File: src/mrtp_pkg.sv
// Purpose: Shared constants for the MII/RMII transmit port block
// Assumes: 50 MHz system clock, 8-bit register port
// Notes:   Register offsets, field positions, reset values and timing

package mrtp_pkg;

	// Clock rates and transmit clock half periods, in system cycles
	localparam int CLK_HZ        = 50_000_000;
	localparam int TXCLK_100_HZ  = 25_000_000;
	localparam int TXCLK_10_HZ   = 2_500_000;
	localparam int HALF_100      = CLK_HZ / (2 * TXCLK_100_HZ);
	localparam int HALF_10       = CLK_HZ / (2 * TXCLK_10_HZ);
	// RMII at 10 Mb/s repeats each dibit this many reference edges
	localparam int RMII_10_REPEAT = 10;
	// Capture counter value at which the straps are taken, on the third cycle after reset release
	localparam logic [1:0] STRAP_CAPTURE_CNT = 2'h2;

	// Register offsets
	localparam logic [3:0] ADDR_CTRL   = 4'h0;
	localparam logic [3:0] ADDR_STATUS = 4'h1;
	localparam logic [3:0] ADDR_MASK   = 4'h2;
	localparam logic [3:0] ADDR_STATE  = 4'h3;

	// Control fields
	localparam int CTRL_SPEED100 = 0;
	localparam int CTRL_EEE_EN   = 1;
	localparam int CTRL_SYMBOL   = 2;
	localparam logic [7:0] CTRL_RESET = 8'h01;

	// Event bits of status and mask
	localparam int EV_FRAME_START = 0;
	localparam int EV_FRAME_END   = 1;
	localparam int EV_TX_ERROR    = 2;
	localparam int EV_LPI_ENTER   = 3;
	localparam int EV_LPI_EXIT    = 4;
	localparam int EV_UPPER_BITS  = 5;
	localparam int EV_NUM         = 6;
	localparam logic [7:0] MASK_RESET = 8'h00;

	// State fields
	localparam int ST_RMII   = 0;
	localparam int ST_LPI    = 1;
	localparam int ST_ACTIVE = 2;
	localparam int ST_IRQFN  = 3;

	// Transmit Error code-group
	localparam logic [4:0] CODE_H = 5'h04;

	// 4B/5B data code-groups
	function automatic logic [4:0] mrtp_enc(input logic [3:0] nib);
		logic [4:0] c;
		c = 5'h00;
		unique case (nib)
			4'h0: c = 5'h1e;
			4'h1: c = 5'h09;
			4'h2: c = 5'h14;
			4'h3: c = 5'h15;
			4'h4: c = 5'h0a;
			4'h5: c = 5'h0b;
			4'h6: c = 5'h0e;
			4'h7: c = 5'h0f;
			4'h8: c = 5'h12;
			4'h9: c = 5'h13;
			4'ha: c = 5'h16;
			4'hb: c = 5'h17;
			4'hc: c = 5'h1a;
			4'hd: c = 5'h1b;
			4'he: c = 5'h1c;
			4'hf: c = 5'h1d;
		endcase
		return c;
	endfunction : mrtp_enc

endpackage : mrtp_pkg

File: src/mrtp_tx_port.sv
// Purpose: Transmit side of the MAC interface of a 10/100 PHY
// Assumes: One 50 MHz clock; MAC pins and straps arrive asynchronously
// Notes:   Straps are taken once, three cycles after reset release
// Function
// - Lowest two data lines used in every mode
// - Data bits 2,3 used only in MII
// - Active-low open-drain interrupt, released when idle
// - Error at 100 Mb MII sends /H/
// - Error input ignored at 10 Mb/s
// - EEE: error with enable off means LPI
// - RMII ignores error and symbol bit, no clock
// - Symbol mode: error line is code-group MSB
// - Data valid only while enable is high
// - RMII takes only the two low lines
// - MII: PHY drives and samples with transmit clock
// - Transmit clock 25 MHz or 2.5 MHz
// - Strap low selects MII, high RMII
//
// Decided for this implementation: the placing of the registers and the plain strobed port.
`timescale 1ns/1ns
`default_nettype none

module mrtp_tx_port
	import mrtp_pkg::*;
(
	// System clock and reset
	input  wire logic       clk,
	input  wire logic       srst,
	// MAC transmit pins
	input  wire logic [3:0] tx_data_in,
	input  wire logic       tx_en_in,
	input  wire logic       tx_err_in,
	input  wire logic       ref_clk_in,
	// Configuration straps
	input  wire logic       reduced_iface_select_strap,
	input  wire logic       irq_pin_function_strap,
	// Transmit clock pin
	output logic            tx_clk_o,
	output logic            tx_clk_oe,
	// Interrupt pin, open drain
	output logic            irq_out_low_o,
	output logic            irq_out_low_oe,
	// Encoded stream toward the line side
	output logic [4:0]      sym_o,
	output logic            sym_valid_o,
	output logic            lpi_o,
	// Register port
	input  wire logic [3:0] reg_addr,
	input  wire logic [7:0] reg_wdata,
	input  wire logic       reg_wr,
	input  wire logic       reg_rd,
	output logic [7:0]      reg_rdata
);

	// Synchronisers for all pins: first stage feeds only second
	logic [8:0] pin_meta_reg;    // First stage
	logic [8:0] pin_sync_reg;    // Second stage, safe to read
	logic       ref_d_reg;       // Previous synced reference clock
	logic [3:0] txd_s;           // Synced data lines
	logic       en_s;            // Synced enable
	logic       err_s;           // Synced error line
	logic       symbol_msb_in;   // Same pin as error, symbol mode
	logic       ref_s;           // Synced reference clock

	// Pins sampled into the clock domain before any logic reads them
	always_ff @(posedge clk) begin
		if (srst) begin
			pin_meta_reg <= 9'h000;
			pin_sync_reg <= 9'h000;
			ref_d_reg    <= 1'b0;
		end else begin
			pin_meta_reg <= {irq_pin_function_strap,
				reduced_iface_select_strap, ref_clk_in, tx_err_in,
				tx_en_in, tx_data_in};
			pin_sync_reg <= pin_meta_reg;
			ref_d_reg    <= pin_sync_reg[6];
		end
	end

	assign txd_s         = pin_sync_reg[3:0];
	assign en_s          = pin_sync_reg[4];
	assign err_s         = pin_sync_reg[5];
	assign symbol_msb_in = pin_sync_reg[5];
	assign ref_s         = pin_sync_reg[6];

	// Straps caught once after reset release
	logic [1:0] cap_cnt_reg;     // Waits for the synchronisers to fill
	logic       rmii_reg;        // High selects the reduced interface
	logic       irq_fn_reg;      // High lets the pin act as interrupt

	// Strap capture once the sync stages hold real pin levels
	always_ff @(posedge clk) begin
		if (srst) begin
			cap_cnt_reg <= 2'h0;
			rmii_reg    <= 1'b0;
			irq_fn_reg  <= 1'b0;
		end else if (cap_cnt_reg != 2'h3) begin
			cap_cnt_reg <= cap_cnt_reg + 2'h1;
			if (cap_cnt_reg == STRAP_CAPTURE_CNT) begin
				rmii_reg   <= pin_sync_reg[7];
				irq_fn_reg <= pin_sync_reg[8];
			end
		end
	end

	// Software control
	logic [7:0] ctrl_reg;        // Speed, EEE and symbol mode
	logic       speed100;
	logic       eee_en;
	logic       symbol_mode;
	assign speed100    = ctrl_reg[CTRL_SPEED100];
	assign eee_en      = ctrl_reg[CTRL_EEE_EN];
	// Symbol mode only makes sense on the 100 Mb MII path
	assign symbol_mode = ctrl_reg[CTRL_SYMBOL] & speed100 & ~rmii_reg;

	// Transmit clock divider; one-cycle enable on each rising edge
	logic [3:0] div_cnt_reg;     // Half period counter
	logic       txclk_reg;       // Clock level driven to the MAC
	logic       txclk_oe_reg;    // Pin driven only in MII
	logic [1:0] rise_pipe_reg;   // Delays the edge to match the sync
	logic [3:0] half_m1;
	assign half_m1 = speed100 ? 4'(HALF_100 - 1) : 4'(HALF_10 - 1);

	always_ff @(posedge clk) begin
		if (srst || rmii_reg) begin
			div_cnt_reg  <= 4'h0;
			txclk_reg    <= 1'b0;
			txclk_oe_reg <= 1'b0;
		end else begin
			txclk_oe_reg <= 1'b1;
			if (div_cnt_reg >= half_m1) begin
				div_cnt_reg <= 4'h0;
				txclk_reg   <= ~txclk_reg;
			end else begin
				div_cnt_reg <= div_cnt_reg + 4'h1;
			end
		end
	end

	// MAC changes just after our rising edge, so data that passed two
	// flops is mid-period stable two cycles after that edge
	always_ff @(posedge clk) begin
		if (srst) begin
			rise_pipe_reg <= 2'h0;
		end else begin
			rise_pipe_reg <= {rise_pipe_reg[0], ~rmii_reg & ~txclk_reg &
				(div_cnt_reg >= half_m1)};
		end
	end

	// Reference clock edges; at 10 Mb only every tenth is taken
	logic [3:0] rep_cnt_reg;
	logic       ref_rise;
	assign ref_rise = ref_s & ~ref_d_reg;

	always_ff @(posedge clk) begin
		if (srst || !rmii_reg || speed100) begin
			rep_cnt_reg <= 4'h0;
		end else if (ref_rise) begin
			if (rep_cnt_reg == 4'(RMII_10_REPEAT - 1))
				rep_cnt_reg <= 4'h0;
			else
				rep_cnt_reg <= rep_cnt_reg + 4'h1;
		end
	end

	logic sample;                // One sampling instant of the MAC pins
	assign sample = rmii_reg ?
		(ref_rise && (speed100 || rep_cnt_reg == 4'h0)) :
		rise_pipe_reg[1];

	// Qualified view of the error line per mode
	logic err_q;
	assign err_q = err_s & ~rmii_reg & speed100;

	// Dibit pairing in RMII: first dibit is the low half of a nibble
	logic       phase_reg;       // High once the low dibit is held
	logic [1:0] low_dibit_reg;
	logic       en_prev_reg;     // Enable at the previous sample

	always_ff @(posedge clk) begin
		if (srst) begin
			phase_reg     <= 1'b0;
			low_dibit_reg <= 2'h0;
			en_prev_reg   <= 1'b0;
		end else if (sample) begin
			en_prev_reg <= en_s;
			if (rmii_reg && en_s) begin
				phase_reg     <= ~phase_reg;
				low_dibit_reg <= txd_s[1:0];
			end else begin
				phase_reg <= 1'b0;                 // Realign each frame
			end
		end
	end

	// Nibble assembled for this sample, and whether one is complete
	logic [3:0] nib;
	logic       nib_ready;
	assign nib       = rmii_reg ? {txd_s[1:0], low_dibit_reg} :
		txd_s;
	assign nib_ready = sample && en_s && (!rmii_reg || phase_reg);

	// Code-group out: 10 Mb nibble, symbol bypass, error substitution or 4B/5B
	logic [4:0] code;
	always_comb begin
		if (!speed100 || rmii_reg && !speed100)
			code = {1'b0, nib};                    // Nibble at 10 Mb
		else if (symbol_mode)
			code = {symbol_msb_in, nib};
		else if (err_q)
			code = CODE_H;
		else
			code = mrtp_enc(nib);
	end

	logic [4:0] sym_reg;
	logic       sym_valid_reg;
	logic       lpi_reg;
	logic       lpi_next;
	// LPI needs EEE, 100 Mb MII and no symbol bypass
	assign lpi_next = eee_en & ~en_s & err_q & ~symbol_mode;

	// Stream outputs; data outside the enable window never passes
	always_ff @(posedge clk) begin
		if (srst) begin
			sym_reg       <= 5'h00;
			sym_valid_reg <= 1'b0;
			lpi_reg       <= 1'b0;
		end else begin
			sym_valid_reg <= nib_ready;
			if (nib_ready)
				sym_reg <= code;
			if (sample)
				lpi_reg <= lpi_next;
		end
	end

	// Events raised at sampling instants
	logic [EV_NUM-1:0] ev;
	always_comb begin
		ev = '0;
		ev[EV_FRAME_START] = sample & en_s & ~en_prev_reg;
		ev[EV_FRAME_END]   = sample & ~en_s & en_prev_reg;
		ev[EV_TX_ERROR]    = sample & en_s & err_q & ~symbol_mode;
		ev[EV_LPI_ENTER]   = sample & lpi_next & ~lpi_reg;
		ev[EV_LPI_EXIT]    = sample & ~lpi_next & lpi_reg;
		// MAC broke the grounding of the upper lines
		ev[EV_UPPER_BITS]  = sample & rmii_reg &
			(txd_s[3:2] != 2'h0);
	end

	// Register file
	logic [7:0] status_reg;      // Sticky events, cleared by reading
	logic [7:0] mask_reg;        // Enables events onto the interrupt
	logic       rd_status;
	assign rd_status = reg_rd && reg_addr == ADDR_STATUS;

	always_ff @(posedge clk) begin
		if (srst) begin
			ctrl_reg <= CTRL_RESET;
			mask_reg <= MASK_RESET;
		end else if (reg_wr) begin
			if (reg_addr == ADDR_CTRL)
				ctrl_reg <= reg_wdata;
			if (reg_addr == ADDR_MASK)
				mask_reg <= reg_wdata;
		end
	end

	// A set in the clearing cycle survives the read
	always_ff @(posedge clk) begin
		if (srst)
			status_reg <= 8'h00;
		else
			status_reg <= (rd_status ? 8'h00 : status_reg) |
				{{(8 - EV_NUM){1'b0}}, ev};
	end

	// Read data in the cycle after the strobe; unmapped reads zero
	logic [7:0] rdata_reg;
	always_ff @(posedge clk) begin
		if (srst) begin
			rdata_reg <= 8'h00;
		end else if (reg_rd) begin
			unique case (reg_addr)
				ADDR_CTRL:   rdata_reg <= ctrl_reg;
				ADDR_STATUS: rdata_reg <= status_reg;
				ADDR_MASK:   rdata_reg <= mask_reg;
				ADDR_STATE:  rdata_reg <= {4'h0, irq_fn_reg,
					en_prev_reg, lpi_reg, rmii_reg};
				default:     rdata_reg <= 8'h00;
			endcase
		end else begin
			rdata_reg <= 8'h00;
		end
	end

	// Interrupt pin: pulled low only while something is pending
	logic irq_oe_reg;
	logic irq_low_reg;           // Open drain only ever drives low
	always_ff @(posedge clk) begin
		if (srst) begin
			irq_oe_reg  <= 1'b0;
			irq_low_reg <= 1'b0;
		end else begin
			irq_low_reg <= 1'b0;
			irq_oe_reg  <= irq_fn_reg && |(status_reg & mask_reg);
		end
	end

	assign tx_clk_o       = txclk_reg;
	assign tx_clk_oe      = txclk_oe_reg;
	assign irq_out_low_o  = irq_low_reg;
	assign irq_out_low_oe = irq_oe_reg;
	assign sym_o          = sym_reg;
	assign sym_valid_o    = sym_valid_reg;
	assign lpi_o          = lpi_reg;
	assign reg_rdata      = rdata_reg;
endmodule : mrtp_tx_port

`default_nettype wire

File: config.mk
export PLATFORM = sky130hd
export DESIGN_NAME = mrtp_tx_port
export DESIGN_NICKNAME = d
export VERILOG_FILES = /design/src/mrtp_pkg.sv /design/src/mrtp_tx_port.sv
export SDC_FILE = /design/constraint.sdc
export NUM_CORES = 1
export LEC_CHECK = 0
export BUFFER_PORTS_ARGS = -buffer_cell sky130_fd_sc_hd__buf_4
export CAP_MARGIN = 30
export CORE_MARGIN = 5
export CORE_UTILIZATION = 61
export DETAILED_ROUTE_END_ITERATION = 10
export GPL_TIMING_DRIVEN = 0
export PLACE_DENSITY_LB_ADDON = 0.2
export SYNTH_ARGS = -nofsm -noshare
export SYNTH_HDL_FRONTEND = slang
export SYNTH_SLANG_ARGS = --single-unit
export TNS_END_PERCENT = 1
File: constraint.sdc
create_clock -name clk -period 3.3 [get_ports clk]
set_clock_uncertainty 0.1 [all_clocks]
set_input_delay 0.165 -clock clk [delete_from_list [all_inputs] [get_ports clk]]
set_output_delay 0.165 -clock clk [all_outputs]
set_load 0.005 [all_outputs]
Word-level counts from Yosys, hierarchy flattened
Memories as Yosys holds them, arrays and structs flattened.
Index checks and enable logic that the tools add are counted.
W data, S select, Z words.
{ "totals": {"register_bits": 79, "latchBits": 0, "ramBits": 0, "romBits": 80, "input_bits": 25, "output_inout_bits": 19, "word_cells": 103, "n_memories": 1} }
{ "classes": {"n_addsub": 3, "n_mul": 0, "div": 0, "magnitude_cmp": 1, "eq_ne": 6, "shift": 0, "mux": 11, "bitwise_logic": 34, "n_reduce_logical": 25} }
{ "memory_table": {"columns": ["memory", "depth", "width", "read_ports", "rd_ports_with_merged_regs", "write_ports", "line", "text"], "rows": [
  ["(name not given)", 16, 5, 1, 0, 0, "mrtp_pkg.sv:53", "unique case (nib)"]
]} }
{ "op_table": {"columns": ["operator", "n"], "rows": [
  ["$pmux W8 S4", 1],
  ["$and A1 B1 Y1", 22],
  ["$mux W5", 3],
  ["$mux W4", 3],
  ["$not A1 Y1", 10],
  ["$add A4 B1 Y4 const B", 2],
  ["$and A8 B8 Y8", 1],
  ["$eq A4 B2 Y1 const B", 2],
  ["$logic_not A4 Y1", 2],
  ["$mux W8", 1],
  ["$or A8 B6 Y8", 1],
  ["$reduce_and A2 Y1", 4],
  ["$reduce_or A8 Y1", 1],
  ["$logic_and A1 B1 Y1", 7],
  ["$logic_or A1 B1 Y1", 6],
  ["$eq A4 B1 Y1 const B", 1],
  ["$eq A4 B4 Y1 const B", 1],
  ["$ge A4 B4 Y1", 1],
  ["$reduce_or A2 Y1", 2],
  ["$mux W1", 3],
  ["$add A2 B1 Y2 const B", 1],
  ["$eq A2 B2 Y1 const B", 1],
  ["$logic_not A1 Y1", 2],
  ["$ne A2 B2 Y1 const B", 1],
  ["$reduce_bool A2 Y1", 1]
]} }

Depth between registers and ports, before layout
{ "depth": {"ltp_word": 9, "mapped_depth": 7, "ltp_nobuf": 6} }

Worst setup path after synthesis
No wires, ideal clock.
{ "synth_timing": {"path_kind": "flip-flop to flip-flop", "from": "register ctrl_reg[0]", "to": "register txclk_reg (netlist: tx_clk_o)", "setup_time_ps": 129, "arrival_ps": 1800, "required_time_ps": 3071, "slack_ps": 1270, "path_stages_with_launch": 8, "path_buffers": 1, "synth_period_minus_slack_ps": 2030, "cell_sequence": "dfxtp_1 -> buf_4 -> inv_1 -> ha_1 -> or4b_1 -> a21oi_1 -> xor2_1 -> nor3_1"} }
{ "synth_via": {"elab_chain_cells": 2} }
{ "synth_rtl": {"columns": ["element", "line", "text"], "rows": [
  ["start: declaration", "mrtp_tx_port.sv:107", "logic [7:0] ctrl_reg;"],
  ["start signal: assignment", "mrtp_tx_port.sv:265", "ctrl_reg <= reg_wdata;"],
  ["$mux W4", "mrtp_tx_port.sv:122", "assign half_m1 = speed100 ? 4'(HALF_100 - 1) : 4'(HALF_10 - 1);"],
  ["$ge A4 B4 Y1", "mrtp_tx_port.sv:131", "if (div_cnt_reg >= half_m1) begin"],
  ["end signal: assignment", "mrtp_tx_port.sv:133", "txclk_reg <= ~txclk_reg;"],
  ["end: declaration", "mrtp_tx_port.sv:118", "logic txclk_reg;"]
]} }
No other way between the ends.
A chain may end at the register's enable or synchronous reset.

Worst setup path in the final report
Ends and elaborated chain as after synthesis.

==> reports/results.ini <==
[clock_tree]
cts_sinks = 77
tritoncts = yes
clk_latency_ns = 0.35
clkTransAtPathRegs_ns = 0.08
cts-buffers-inserted = 9
clockBufferDepth = 2
hold_buffers = 17
post_cts_buffers = 0
clk_root_buffer_cell = clkbuf_8
cts_resized = 0
htreeDepth = 3

[floorplan]
fp.coreArea_um2 = 5070
std_cell_rows = 26
start_util_pct = 62.1
die_width_um = 81.9
io_pins = 44
die_height_um = 81.9
die_area_um2 = 6710

[min_path]
hp-start = reg_addr[0]
min_path_type = in -> reg
hold_path_depth = 3
hold-path-endpoint = reg_rdata[7]

[outcome]
status = complete, no violations

[timing]
max_slew_margin_pct = 58.7
fmax_mhz = 426
min_period_over_period_pct = 71.1
fin_hold_ws_ns = 0.166
period_needed_ns = 2.35
setup_ws_ns = 0.954
setup-tns-final_ns = 0
finalHoldViolations = 0
setup_violations = 0
maxSlewViolCount = 0
grt_setup_unrepaired = no
worst_pin_slew_ns = 0.619

[worst_setup_path]
timing.rr.end = tx_clk_o
rrSetupSlack_ns = 0.95
arrival_ns = 2.47
end_kind = flip-flop
cp_data_required_time_ns = 3.42
reg2reg_depth = 7
start_kind = flip-flop
r2r_start = ctrl_reg[0]
worstSetupPathType = reg -> reg
critical_path_peak_fanout = 10

[global_routing]
grt_max_degree = 14
antenna_found_initial = 0
grt_pass1_wl_mm = 11.4
gr-total-overflow = 0
grt_pass1_vias = 2440
track_usage_pct = 22.7

[synthesis]
ys_ff_latch = 77
synth_edf_count = 0
avgSynthCellArea_um2 = 10.2
synth_top_flop_cell = dfxtp_1
ys_warn_count = 0
synth_cell_type_count = 54
synth_common_cells = dfxtp_1 (77), nor2_1 (38), nor2b_1 (28)
asyncSetResetFlopFracSynth_pct = 0
synth_nets = 339
netlist_area_um2 = 3150
syn_inst = 309
synth_top_cell_area_share_pct = 48.9
synth_most_common_cell = dfxtp_1
yosysTopAreaCell = dfxtp_1
synthTopCellsByArea = dfxtp_1 (49%), mux2i_1 (8.3%), nor2b_1 (5.6%)
ys_seq_area_share_pct = 48.9

[drt]
drc = 0
drt-wirelength-per-cell_um = 15.3
vias_per_cell = 5.47
first_pass_iters = 4
vias = 2476
drt_iter0_drc = 205
wirelength_mm = 6.93
antenna_left = 0

[power_and_ir_drop]
p_per_area_nw_per_um2 = 501
irDropWorstVdd_v = 0.000459
p_leak_nw = 1.62

[place]
routabilityCongestion = 0.878
dp_hpwl_mm = 4.71
portBuffers = 41
place_ws_ns = 0.960

[job]
maxCapViolations = 0

[finish]
final_layout_size_suffix_gt1_share_pct = 22.7
nFillCells = 360
area_delta_synth_final_pct = 25.8
n_antenna_cell = 0
nets = 408

stage by stage:
stage / util, % / std cells / power, mW / area (µm²)
after floorplan: - / 309 / 1.07 / 3150
after global placement: 69.9 / 420 / 1.12 / 3550
after detailed placement: 69.9 / 420 / 1.13 / 3550
after CTS: 78.2 / 453 / 1.99 / 3970
after global routing: 78.2 / 453 / 2.05 / 3970
final: 78.2 / 453 / 1.99 / 3970
routing by layer:
| layer | vias up | global-route usage (%) | wire, µm | share of wire (%) |
|---|---|---|---|---|
| met3 | 12 | 3.95 | 370 | 5.3 |
| li1 | 1217 | - | - | - |
| met5 | - | 0 | 0 | 0 |
| met2 | 60 | 38.1 | 3370 | 49 |
| met1 | 1187 | 28.7 | 3070 | 44 |
| met4 | 0 | 9.30 | 114 | 1.6 |
worst max path at each step:
stage	startpoint	endpoint	slack, ns
floorplan	ctrl_reg[0]	tx_clk_o	1.27
CTS	ctrl_reg[0]	tx_clk_o	0.97
finish	ctrl_reg[0]	tx_clk_o	0.95
global route	ctrl_reg[0]	tx_clk_o	0.86
detailed placement	ctrl_reg[0]	tx_clk_o	0.96
global placement	ctrl_reg[0]	tx_clk_o	1.05
kinds of logic after synthesis:
logic type / count (synthesis) / share of synthesized area (%)
buffers and inverters: 22 / 3.33
AOI/OAI and AO/OA: 49 / 11.7
muxes: 33 / 12.2
other: 1 / 0.119
xor gates and xnor gates: 6 / 1.67
DFF: 77 / 48.9
and+or+nand+nor: 116 / 20.1
adders and majority gates: 5 / 1.98
critical path, cell delays in order, from the launching register on:
cell	delay, ns
dfxtp_1	0.34
buf_4	0.18
inv_1	0.14
ha_1	0.31
or4b_1	0.52
a21oi_1	0.37
xor2_1	0.19
nor3_1	0.05
cells in the final DEF, fill, tap and decap left out, types with 8 or more instances in the layout:
cell type | Yosys | routed
nand3_1 | 8 | 8
buf_4 | 2 | 43
nand2_1 | 15 | 15
dlygate4sd3_1 | 0 | 17
a21oi_1 | 17 | 17
nor2b_1 | 28 | 28
clkbuf_8 | 0 | 10
dfxtp_1 | 77 | 77
mux2i_1 | 26 | 26
nor2_1 | 38 | 38
where the power goes:
part | internal [mW] | switching (mW) | total (mW) | leakage (nW)
combinational | 0.0810 | 0.0744 | 0.155 | 0.878
clock | 0.521 | 0.342 | 0.863 | 0.119
sequential | 0.954 | 0.0151 | 0.969 | 0.626
layout make-up:
class                           count  area (µm²)  share of cell area [%]
Buffer                             16        82.6                    2.08
Clock buffer                       10         138                    3.47
Clock inverter                      6         110                    2.78
Inverter                            6        22.5                   0.568
Multi-Input combinational cell    210        1510                    38.0
Sequential cell                    77        1540                    38.9
Tap cell                           70        87.6                    2.21
Timing Repair Buffer               58         478                    12.1
Note: power is estimated with default switching activity, not from simulation.
